===== src/core/pfs_pkg.sv =====
// Purpose: shared constants and carriers for the pin-function select block
// Assumes: config bits arrive as plain ports, no register bus
// Notes: width codes follow the strap encoding, high strap bit first
package pfs_pkg;
   // config index 39h fields
   localparam int SOCKB_SEL_LSB  = 0;
   localparam logic [1:0] SOCKB_SEL_ON = 2'h1;
   localparam int SOCKA_PWR_BIT  = 5;
   localparam int SOCKB_PWR_BIT  = 6;
   // config index ddh field
   localparam int GFX_EN_BIT     = 2;
   // config index 38h field, bits 7-6
   localparam int CLKPIN_LSB     = 6;
   localparam logic [1:0] CLKPIN_BURST  = 2'h1;
   localparam logic [1:0] CLKPIN_CLKOUT = 2'h2;
   localparam logic [1:0] CLKPIN_TMRIN  = 2'h3;
   // width strap codes {hi,lo}
   localparam logic [1:0] WID_X8   = 2'h0;
   localparam logic [1:0] WID_RSVD = 2'h1;
   localparam logic [1:0] WID_X16  = 2'h2;
   localparam logic [1:0] WID_X32  = 2'h3;
   // strap defaults, matching the weak pulldowns
   localparam logic STRAP_RST_VAL = 1'b0;

   typedef enum logic [1:0] {PFS_W8, PFS_W16, PFS_W32, PFS_WRSVD} pfs_width_e;

   typedef struct packed {
      logic       width_hi;
      logic       width_lo;
      logic       boot_steer;
      logic       buffer_ctl;
      logic       test_port;
   } pfs_straps_s;

   typedef struct packed {
      logic       ce_low;
      logic       ce_high;
      logic       ready;
      logic       reg_sel;
      logic       card_reset;
      logic       write_prot;
   } pfs_card_s;

   typedef struct packed {
      logic       supply;
      logic       prog1;
      logic       prog2;
   } pfs_pwr_s;
endpackage : pfs_pkg


===== src/core/pfs_pin_mux.sv =====
// Purpose: pin-function multiplexing and reset strap decode
// Assumes: config bits are plain inputs; straps are 0 unless pulled high
// Notes: multiplexed pins are out and enable signals; only socket B, socket A and clock pins also have an in
// Notes on behaviour
// - index 39h[1:0]=01 puts socket B card controls on gpio/printer pins
// - index 39h[5] puts socket A supply/program controls on three gpio pins
// - index 39h[6] puts socket B supply/program controls on three gpio pins
// - test strap low: socket A controls; high: test clock/mode/data pins
// - index ddh[2] swaps local-bus pins for lcd panel signals
// - index 38h[7:6]: 01 burst last, 10 clock out, 11 timer clock in
// - straps only fix reset-time functions; the rest come from config bits
// - unpulled strap reads 0 and selects the default function
// - width straps: 00 x8, 10 x16, 11 x32, 01 reserved
// - 32-bit rom buffer enable only with x32 strap, on 32-bit rom accesses
// - data-bus buffer controls enabled solely by buffer strap
// - firmware may override strapped boot rom width
// - steering strap routes boot decode to own pin or socket A selects
// - steering 0 own pin, 1 socket A
// - socket A keeps normal operation while redirected
// - firmware may enable or disable the redirection any time except during reset and the first cycle after it
`timescale 1ns/10ps
`default_nettype none
module pfs_pin_mux (
   input  wire logic               clk_in,
   input  wire logic               sys_rst_in,
   input  wire logic               clk_en_in,
   // straps
   input  wire pfs_pkg::pfs_straps_s straps_in,
   // config index contents
   input  wire logic [7:0]         cfg_idx39_in,
   input  wire logic [7:0]         cfg_idx38_in,
   input  wire logic [7:0]         cfg_idxdd_in,
   input  wire logic               fw_width_wr_in,
   input  wire pfs_pkg::pfs_width_e fw_width_in,
   input  wire logic               fw_steer_wr_in,
   input  wire logic               fw_steer_in,
   // internal sources
   input  wire pfs_pkg::pfs_card_s sockb_card_in,
   input  wire pfs_pkg::pfs_card_s socka_card_in,
   input  wire pfs_pkg::pfs_pwr_s  socka_pwr_in,
   input  wire pfs_pkg::pfs_pwr_s  sockb_pwr_in,
   input  wire logic [8:0]         gpio_out_in,
   input  wire logic [8:0]         gpio_oe_in,
   input  wire logic [5:0]         printer_out_in,
   input  wire logic [5:0]         printer_oe_in,
   input  wire logic [13:0]        lcd_sig_in,
   input  wire logic [13:0]        vlbus_out_in,
   input  wire logic [13:0]        vlbus_oe_in,
   input  wire logic               test_data_out_in,
   input  wire logic               burst_last_in,
   input  wire logic               sys_clk_copy_in,
   input  wire logic               boot_decode_in,
   input  wire logic               rom_select_any_in,
   input  wire logic               rom_is_32_in,
   input  wire logic               databuf_oe_in,
   input  wire logic               databuf_rdl_in,
   input  wire logic               databuf_rdh_in,
   // pad groups
   input  wire logic [5:0]         grp_b_pad_in,
   output logic [5:0]              grp_b_pad_out,
   output logic [5:0]              grp_b_pad_oe_out,
   output logic [5:0]              grp_pwr_pad_out,
   output logic [5:0]              grp_pwr_pad_oe_out,
   input  wire logic [3:0]         grp_a_pad_in,
   output logic [3:0]              grp_a_pad_out,
   output logic [3:0]              grp_a_pad_oe_out,
   output logic [13:0]             grp_lcd_pad_out,
   output logic [13:0]             grp_lcd_pad_oe_out,
   input  wire logic               clk_pad_in,
   output logic                    clk_pad_out,
   output logic                    clk_pad_oe_out,
   output logic                    timer_clk_out,
   output logic                    timer_clk_sel_out,
   output logic [3:0]              test_port_out,
   output logic                    boot_rom_select_out,
   output logic                    socka_boot_sel_out,
   output logic                    rom32_buffer_oe_out,
   output logic                    databuf_output_en_out,
   output logic                    databuf_read_low_out,
   output logic                    databuf_read_high_out,
   output var pfs_pkg::pfs_width_e boot_width_out,
   output logic                    boot_steer_out,
   output logic                    rom32_allowed_out
);
   typedef struct packed {
      pfs_pkg::pfs_width_e width;
      logic                steer;
      logic                rom32_ok;
      logic                rst_seen;    // reset high on the last enabled edge
   } pfs_state_s;

   pfs_state_s           state_reg;
   pfs_state_s           state_next;
   pfs_pkg::pfs_straps_s held;
   logic                 sockb_on;
   logic [1:0]           clk_mode;

   pfs_strap_latch u_straps (
      .clk_in     (clk_in),
      .sys_rst_in (sys_rst_in),
      .clk_en_in  (clk_en_in),
      .straps_in  (straps_in),
      .held_out   (held)
   );

   function automatic pfs_pkg::pfs_width_e decode_width(input logic [1:0] code);
      unique case (code)
         pfs_pkg::WID_X8:  decode_width = pfs_pkg::PFS_W8;
         pfs_pkg::WID_X16: decode_width = pfs_pkg::PFS_W16;
         pfs_pkg::WID_X32: decode_width = pfs_pkg::PFS_W32;
         default:          decode_width = pfs_pkg::PFS_WRSVD;
      endcase
   endfunction : decode_width

   // first cycle after reset loads strap decode, then firmware may override
   always_comb begin
      state_next          = state_reg;
      state_next.rst_seen = sys_rst_in;
      if (sys_rst_in) begin
         state_next.width    = pfs_pkg::PFS_W8;
         state_next.steer    = pfs_pkg::STRAP_RST_VAL;
         state_next.rom32_ok = 1'b0;
      end else if (state_reg.rst_seen) begin
         state_next.width    = decode_width({held.width_hi, held.width_lo});
         state_next.steer    = held.boot_steer;
         state_next.rom32_ok = ({held.width_hi, held.width_lo} == pfs_pkg::WID_X32);
      end else begin
         if (fw_width_wr_in) begin
            state_next.width = fw_width_in;
         end
         if (fw_steer_wr_in) begin
            state_next.steer = fw_steer_in;
         end
      end
   end

   always_ff @(posedge clk_in) begin
      if (clk_en_in) begin
         state_reg <= state_next;
      end
   end

   assign sockb_on = (cfg_idx39_in[pfs_pkg::SOCKB_SEL_LSB +: 2] == pfs_pkg::SOCKB_SEL_ON);
   assign clk_mode = cfg_idx38_in[pfs_pkg::CLKPIN_LSB +: 2];

   always_comb begin
      // socket B card group
      if (sockb_on) begin
         grp_b_pad_out    = {sockb_card_in.ce_low, sockb_card_in.ce_high, 1'b0,
                             sockb_card_in.reg_sel, sockb_card_in.card_reset, 1'b0};
         grp_b_pad_oe_out = 6'h36;                              // ready and wp are inputs
      end else begin
         grp_b_pad_out    = printer_out_in;
         grp_b_pad_oe_out = printer_oe_in;
      end
      // power control groups
      grp_pwr_pad_out[2:0]    = socka_pwr_in;
      grp_pwr_pad_oe_out[2:0] = 3'h7;
      if (!cfg_idx39_in[pfs_pkg::SOCKA_PWR_BIT]) begin
         grp_pwr_pad_out[2:0]    = gpio_out_in[2:0];
         grp_pwr_pad_oe_out[2:0] = gpio_oe_in[2:0];
      end
      grp_pwr_pad_out[5:3]    = sockb_pwr_in;
      grp_pwr_pad_oe_out[5:3] = 3'h7;
      if (!cfg_idx39_in[pfs_pkg::SOCKB_PWR_BIT]) begin
         grp_pwr_pad_out[5:3]    = gpio_out_in[5:3];
         grp_pwr_pad_oe_out[5:3] = gpio_oe_in[5:3];
      end
      // socket A / test port group, ordered ce_low, ce_high, reset, reg_sel
      if (held.test_port) begin
         grp_a_pad_out    = {3'h0, test_data_out_in};
         grp_a_pad_oe_out = 4'h1;
      end else begin
         grp_a_pad_out    = {socka_card_in.ce_low | (state_reg.steer & boot_decode_in),
                             socka_card_in.ce_high | (state_reg.steer & boot_decode_in),
                             socka_card_in.card_reset, socka_card_in.reg_sel};
         grp_a_pad_oe_out = 4'hf;
      end
      // lcd group
      if (cfg_idxdd_in[pfs_pkg::GFX_EN_BIT]) begin
         grp_lcd_pad_out    = lcd_sig_in;
         grp_lcd_pad_oe_out = 14'h3fff;
      end else begin
         grp_lcd_pad_out    = vlbus_out_in;
         grp_lcd_pad_oe_out = vlbus_oe_in;
      end
      // shared clock pin
      clk_pad_out       = 1'b0;
      clk_pad_oe_out    = 1'b0;
      timer_clk_sel_out = 1'b0;
      unique case (clk_mode)
         pfs_pkg::CLKPIN_BURST: begin
            clk_pad_out    = burst_last_in;
            clk_pad_oe_out = 1'b1;
         end
         pfs_pkg::CLKPIN_CLKOUT: begin
            clk_pad_out    = sys_clk_copy_in;
            clk_pad_oe_out = 1'b1;
         end
         pfs_pkg::CLKPIN_TMRIN: begin
            timer_clk_sel_out = 1'b1;
         end
         default: begin
         end
      endcase
   end

   assign timer_clk_out = clk_pad_in & timer_clk_sel_out;
   // test port inputs: tck, tms, tdi, and tdo echo
   assign test_port_out = held.test_port ? {grp_a_pad_in[3:1], test_data_out_in} : 4'h0;

   // boot decode steering
   assign boot_rom_select_out = boot_decode_in & ~state_reg.steer;
   assign socka_boot_sel_out  = boot_decode_in & state_reg.steer;
   assign rom32_buffer_oe_out = state_reg.rom32_ok & rom_select_any_in & rom_is_32_in;
   assign databuf_output_en_out = held.buffer_ctl & databuf_oe_in;
   assign databuf_read_low_out  = held.buffer_ctl & databuf_rdl_in;
   assign databuf_read_high_out = held.buffer_ctl & databuf_rdh_in;
   assign boot_width_out      = state_reg.width;
   assign boot_steer_out      = state_reg.steer;
   assign rom32_allowed_out   = state_reg.rom32_ok;

   a_rom32_gate: assert property (@(posedge clk_in) disable iff (sys_rst_in)
      rom32_buffer_oe_out |-> (held.width_hi && held.width_lo))
      else $error("rom32 buffer enable without x32 strap");
   a_dbuf_gate: assert property (@(posedge clk_in) disable iff (sys_rst_in)
      (databuf_output_en_out || databuf_read_low_out || databuf_read_high_out) |-> held.buffer_ctl)
      else $error("bus buffer control without strap");
   a_width_load: assert property (@(posedge clk_in) disable iff (sys_rst_in)
      (clk_en_in && state_reg.rst_seen) |=>
      (boot_width_out == decode_width({held.width_hi, held.width_lo})))
      else $error("boot width not from straps");
   a_fw_width: assert property (@(posedge clk_in) disable iff (sys_rst_in)
      (clk_en_in && !state_reg.rst_seen && fw_width_wr_in) |=>
      (boot_width_out == $past(fw_width_in)))
      else $error("firmware width ignored");
   a_fw_steer: assert property (@(posedge clk_in) disable iff (sys_rst_in)
      (clk_en_in && !state_reg.rst_seen && fw_steer_wr_in) |=>
      (boot_steer_out == $past(fw_steer_in)))
      else $error("firmware steering ignored");
   a_steer_excl: assert property (@(posedge clk_in) disable iff (sys_rst_in)
      !(boot_rom_select_out && socka_boot_sel_out))
      else $error("boot decode on both targets");
   a_sockb_route: assert property (@(posedge clk_in) disable iff (sys_rst_in)
      sockb_on |-> (grp_b_pad_out[5] == sockb_card_in.ce_low && grp_b_pad_oe_out == 6'h36))
      else $error("socket b controls not routed");
   a_test_route: assert property (@(posedge clk_in) disable iff (sys_rst_in)
      held.test_port |-> (grp_a_pad_oe_out == 4'h1 && grp_a_pad_out[0] == test_data_out_in))
      else $error("test port not routed");
   a_lcd_route: assert property (@(posedge clk_in) disable iff (sys_rst_in)
      cfg_idxdd_in[2] |-> (grp_lcd_pad_out == lcd_sig_in))
      else $error("lcd signals not routed");
   a_clk_tmr: assert property (@(posedge clk_in) disable iff (sys_rst_in)
      (clk_mode == 2'h3) |-> (!clk_pad_oe_out && timer_clk_sel_out))
      else $error("clock pin mode wrong");
endmodule : pfs_pin_mux
`default_nettype wire


===== src/core/pfs_strap_latch.sv =====
// Purpose: capture board straps while reset is held
// Assumes: straps are static during reset, clock runs during reset
// Notes: holds values until the next reset
`timescale 1ns/10ps
`default_nettype none
module pfs_strap_latch (
   input  wire logic               clk_in,
   input  wire logic               sys_rst_in,
   input  wire logic               clk_en_in,
   input  wire pfs_pkg::pfs_straps_s straps_in,
   output var pfs_pkg::pfs_straps_s  held_out
);
   typedef struct packed {
      pfs_pkg::pfs_straps_s straps;
   } pfs_latch_state_s;

   pfs_latch_state_s state_reg;
   pfs_latch_state_s state_next;

   always_comb begin
      state_next = state_reg;
      if (sys_rst_in) begin
         state_next.straps = straps_in;
      end
   end

   always_ff @(posedge clk_in) begin
      if (clk_en_in) begin
         state_reg <= state_next;
      end
   end

   assign held_out = state_reg.straps;

   a_straps_frozen: assert property (@(posedge clk_in)
      (clk_en_in && !sys_rst_in && !$past(sys_rst_in)) |=> $stable(held_out))
      else $error("strap copy changed outside reset");
   a_straps_caught: assert property (@(posedge clk_in)
      (clk_en_in && sys_rst_in) |=> (held_out == $past(straps_in)))
      else $error("strap copy missed reset value");
endmodule : pfs_strap_latch
`default_nettype wire

===== config.mk =====
export PLATFORM = sky130hd
export DESIGN_NAME = pfs_pin_mux
export DESIGN_NICKNAME = d
export VERILOG_FILES = /design/src/core/pfs_pkg.sv /design/src/core/pfs_pin_mux.sv /design/src/core/pfs_strap_latch.sv
export SDC_FILE = /design/constraint.sdc
export NUM_CORES = 1
export LEC_CHECK = 0
export BUFFER_PORTS_ARGS = -buffer_cell sky130_fd_sc_hd__buf_2
export CAP_MARGIN = 40
export CORE_AREA = 2 2 86 88
export DETAILED_ROUTE_END_ITERATION = 16
export DIE_AREA = 0 0 88 90
export PLACE_DENSITY_LB_ADDON = 0.1
export SYNTH_ARGS = -nofsm -noshare
export SYNTH_HDL_FRONTEND = slang
export SYNTH_HIERARCHICAL = 1
export SYNTH_SLANG_ARGS = --single-unit

===== constraint.sdc =====
create_clock -name clk_in -period 1.92 [get_ports clk_in]
set_clock_uncertainty 0.2 [all_clocks]
set_input_delay 0.192 -clock clk_in [delete_from_list [all_inputs] [get_ports clk_in]]
set_output_delay 0.192 -clock clk_in [all_outputs]
set_load 0.05 [all_outputs]

==> results.ini <==
[run_status]
status=finished, final reports clean

[floorplanning]
initial_utilization=0.162
die_area_um2=7920
die_height_um=90
rows=31
die_w_um=88
pin_count=225
core-area_um2=7020

[grt]
grt_use_met1=0.101
grt_use_met3=0.0101
grtUsageTotal=0.0984
use_met2=0.205
grt.overflow.total=0
grt_pass1_vias=1286
busiest_layer=met2
antenna_found_initial=0
grt_pass1_wl_um=6280
grt_max_degree=15

[final_layout]
area_delta_synth_final_pct=95.8
drive_above_1_share=0.787
fillers=755
largest_reg_flops=5
diodes=0
final_nets=452
fin_cells=399

[pwr]
p_per_area_nw_per_um2=552
ir_drop_uv=333
p_leak_nw=1.24
power.total_mw=1.23

[worst_setup_path]
criticalPathCategory=reg -> out
cp_max_fo=6
slowest_delay_ns=0.44
r2r_start=state_reg[0]$_DFFE_PP_
crit_arrival_ns=1.27
start_kind=flip-flop
critPathCaptureType=output port
reg2reg_to=boot_width_out[1]$_SDFFCE_PP0P_
cp_slowest_cell=edfxtp_1
r2r_cells=1
cp.required_ns=1.53
crit_chain=inv_1 > o21a_1 > buf_2
rrSetupSlack_ns=0.59

[clock_tree]
htree_levels=1
cts.clk_slew.worst_paths_ns=0.05
clkSinkCount=10
clk_latency_ns=0.23
clk_path_buf_depth=2
cts_made_buffers=3
clock-root-buffer=clkbuf_8
cts_tree=yes

[place]
place_congestion=0.746
port_buffers=189
dp_cells=390
dpl.hpwl_um=4010

[yosys]
synth_sequential_area_ratio=0.264
synth_nets=261
avgSynthCellArea_um2=10.3
yosysWarnings=6
synth_seq_cells=10
synth_cell_types=23
mappedNetlistArea_um2=1140
syn_inst=110

[hold_path]
hold_class=in -> reg
min_from=clk_en_in
hold_path_depth=1
hold_path_end=state_reg[0]$_DFFE_PP_

[run]
max_cap_viol_count=0

[detailed_routing]
wirelength_um=4410
viasPerCell=3.60
ant_nets=0
avgRoutedWirePerCell_um=11.1
via_count=1438
drt_iter0_markers=8
drc_errors=0
drt-pass1-iter-count=2

[sta]
finalMaxSlewViolations=0
rsz0062_at_grt=false
min_period_ns=1.66
final.period_utilization=0.864
max_freq_mhz=603
setup_violations=0
finalHoldViolCount=0
tns_ns=0
hold_slack_ns=0.0181

[report_power, final]
group,internal (mW),leakage (nW),switching [mW],total [mW]
Combinational,0.242,1.12,0.499,0.741
Clock,0.140,0.0231,0.0810,0.221
Sequential,0.258,0.0983,0.00991,0.268
[per-stage QoR]
| step | setup slack [ns] | utilization | area (um2) |
|---|---|---|---|
| floorplan | 0.0208 | - | 1140 |
| global placement | 0.382 | 0.304 | 2130 |
| detailed placement | 0.387 | 0.304 | 2130 |
| CTS | 0.238 | 0.317 | 2230 |
| global route | 0.177 | 0.317 | 2230 |
| finish | 0.261 | 0.317 | 2230 |
[worst max-delay path, delay by kind of cell (launching register included)]
kind            cells  cell delay, ns
compound gates      1            0.14
buf+inv             2            0.44
flops               1            0.44
[final cells by class]
cell class / instances / area [um2] / area share
repair buffers: 196 / 1010 / 0.454
multi-input cells: 86 / 732 / 0.329
flip-flops and latches: 10 / 300 / 0.135
well taps: 99 / 124 / 0.0556
clock buffers: 3 / 41.3 / 0.0185
inverters: 4 / 15.0 / 0.00674
clock inverters: 1 / 3.75 / 0.00169
[kinds of logic after synthesis]
logic type / share of synthesized area
buffers and inverters: 0.0935
AND/OR/NAND/NOR: 0.256
flip-flops: 0.264
AO/OA/AOI/OAI: 0.0484
multiplexers: 0.290
adder cells (fa/ha/maj): 0.0440
other: 0.00330
[timing repair]
| item | in CTS | in global routing |
|---|---|---|
| hold buffers | 5 | 0 |
| setup buffers | 0 | 0 |
| hold endpoints to repair | 5 | 0 |
| resized for setup | 0 | 0 |
[per-layer routing]
metal | vias to the layer above | routed length, um
met3 | 2 | 431
li1 | 745 | -
met1 | 604 | 1510
met4 | 0 | 22
met2 | 87 | 2440
met5 | - | 0
[worst max-delay path by stage]
stage                                         startpoint                 end  depth (start not counted)
final                     u_straps/held_out[0]$_DFFE_PP_    grp_a_pad_out[2]                          3
after CTS                 u_straps/held_out[0]$_DFFE_PP_    grp_a_pad_out[2]                          3
after global routing      u_straps/held_out[0]$_DFFE_PP_    grp_a_pad_out[2]                          3
after detailed placement                 cfg_idxdd_in[2]  grp_lcd_pad_out[7]                          4
after global placement                   cfg_idxdd_in[2]  grp_lcd_pad_out[7]                          4
after floorplan             boot_steer_out$_SDFFCE_PP0P_    grp_a_pad_out[2]                          2
[synth_stat cells]
master	count	area share
inv_1	4	0.013
mux2_2	16	0.16
buf_4	5	0.033
buf_2	1	0.0044
or2_1	4	0.022
mux2i_1	3	0.026
buf_6	3	0.030
and3_1	1	0.0055
ha_1	4	0.044
o31a_1	2	0.015
conb_1	1	0.0033
edfxtp_1	10	0.26
buf_8	1	0.013
nand2b_4	1	0.012
nor2_1	4	0.013
nand2b_1	4	0.022
and2_1	14	0.077
mux2_4	8	0.11
a22oi_1	1	0.0066
or2_2	16	0.088
o21a_1	3	0.020
a21o_1	1	0.0066
nor2b_1	3	0.017
[placed cells by master (no fill, tap or decap), types with 4 or more instances in the layout]
| cell type | netlist | layout |
|---|---|---|
| or2_2 | 16 | 16 |
| edfxtp_1 | 10 | 10 |
| or2_1 | 4 | 4 |
| and2_1 | 14 | 13 |
| ha_1 | 4 | 4 |
| dlygate4sd3_1 | 0 | 5 |
| buf_2 | 1 | 189 |
| nor2_1 | 4 | 4 |
| mux2_4 | 8 | 8 |
| nand2b_1 | 4 | 4 |
| inv_1 | 4 | 4 |
| mux2_2 | 16 | 16 |
Power figures use the tool's default switching activity.
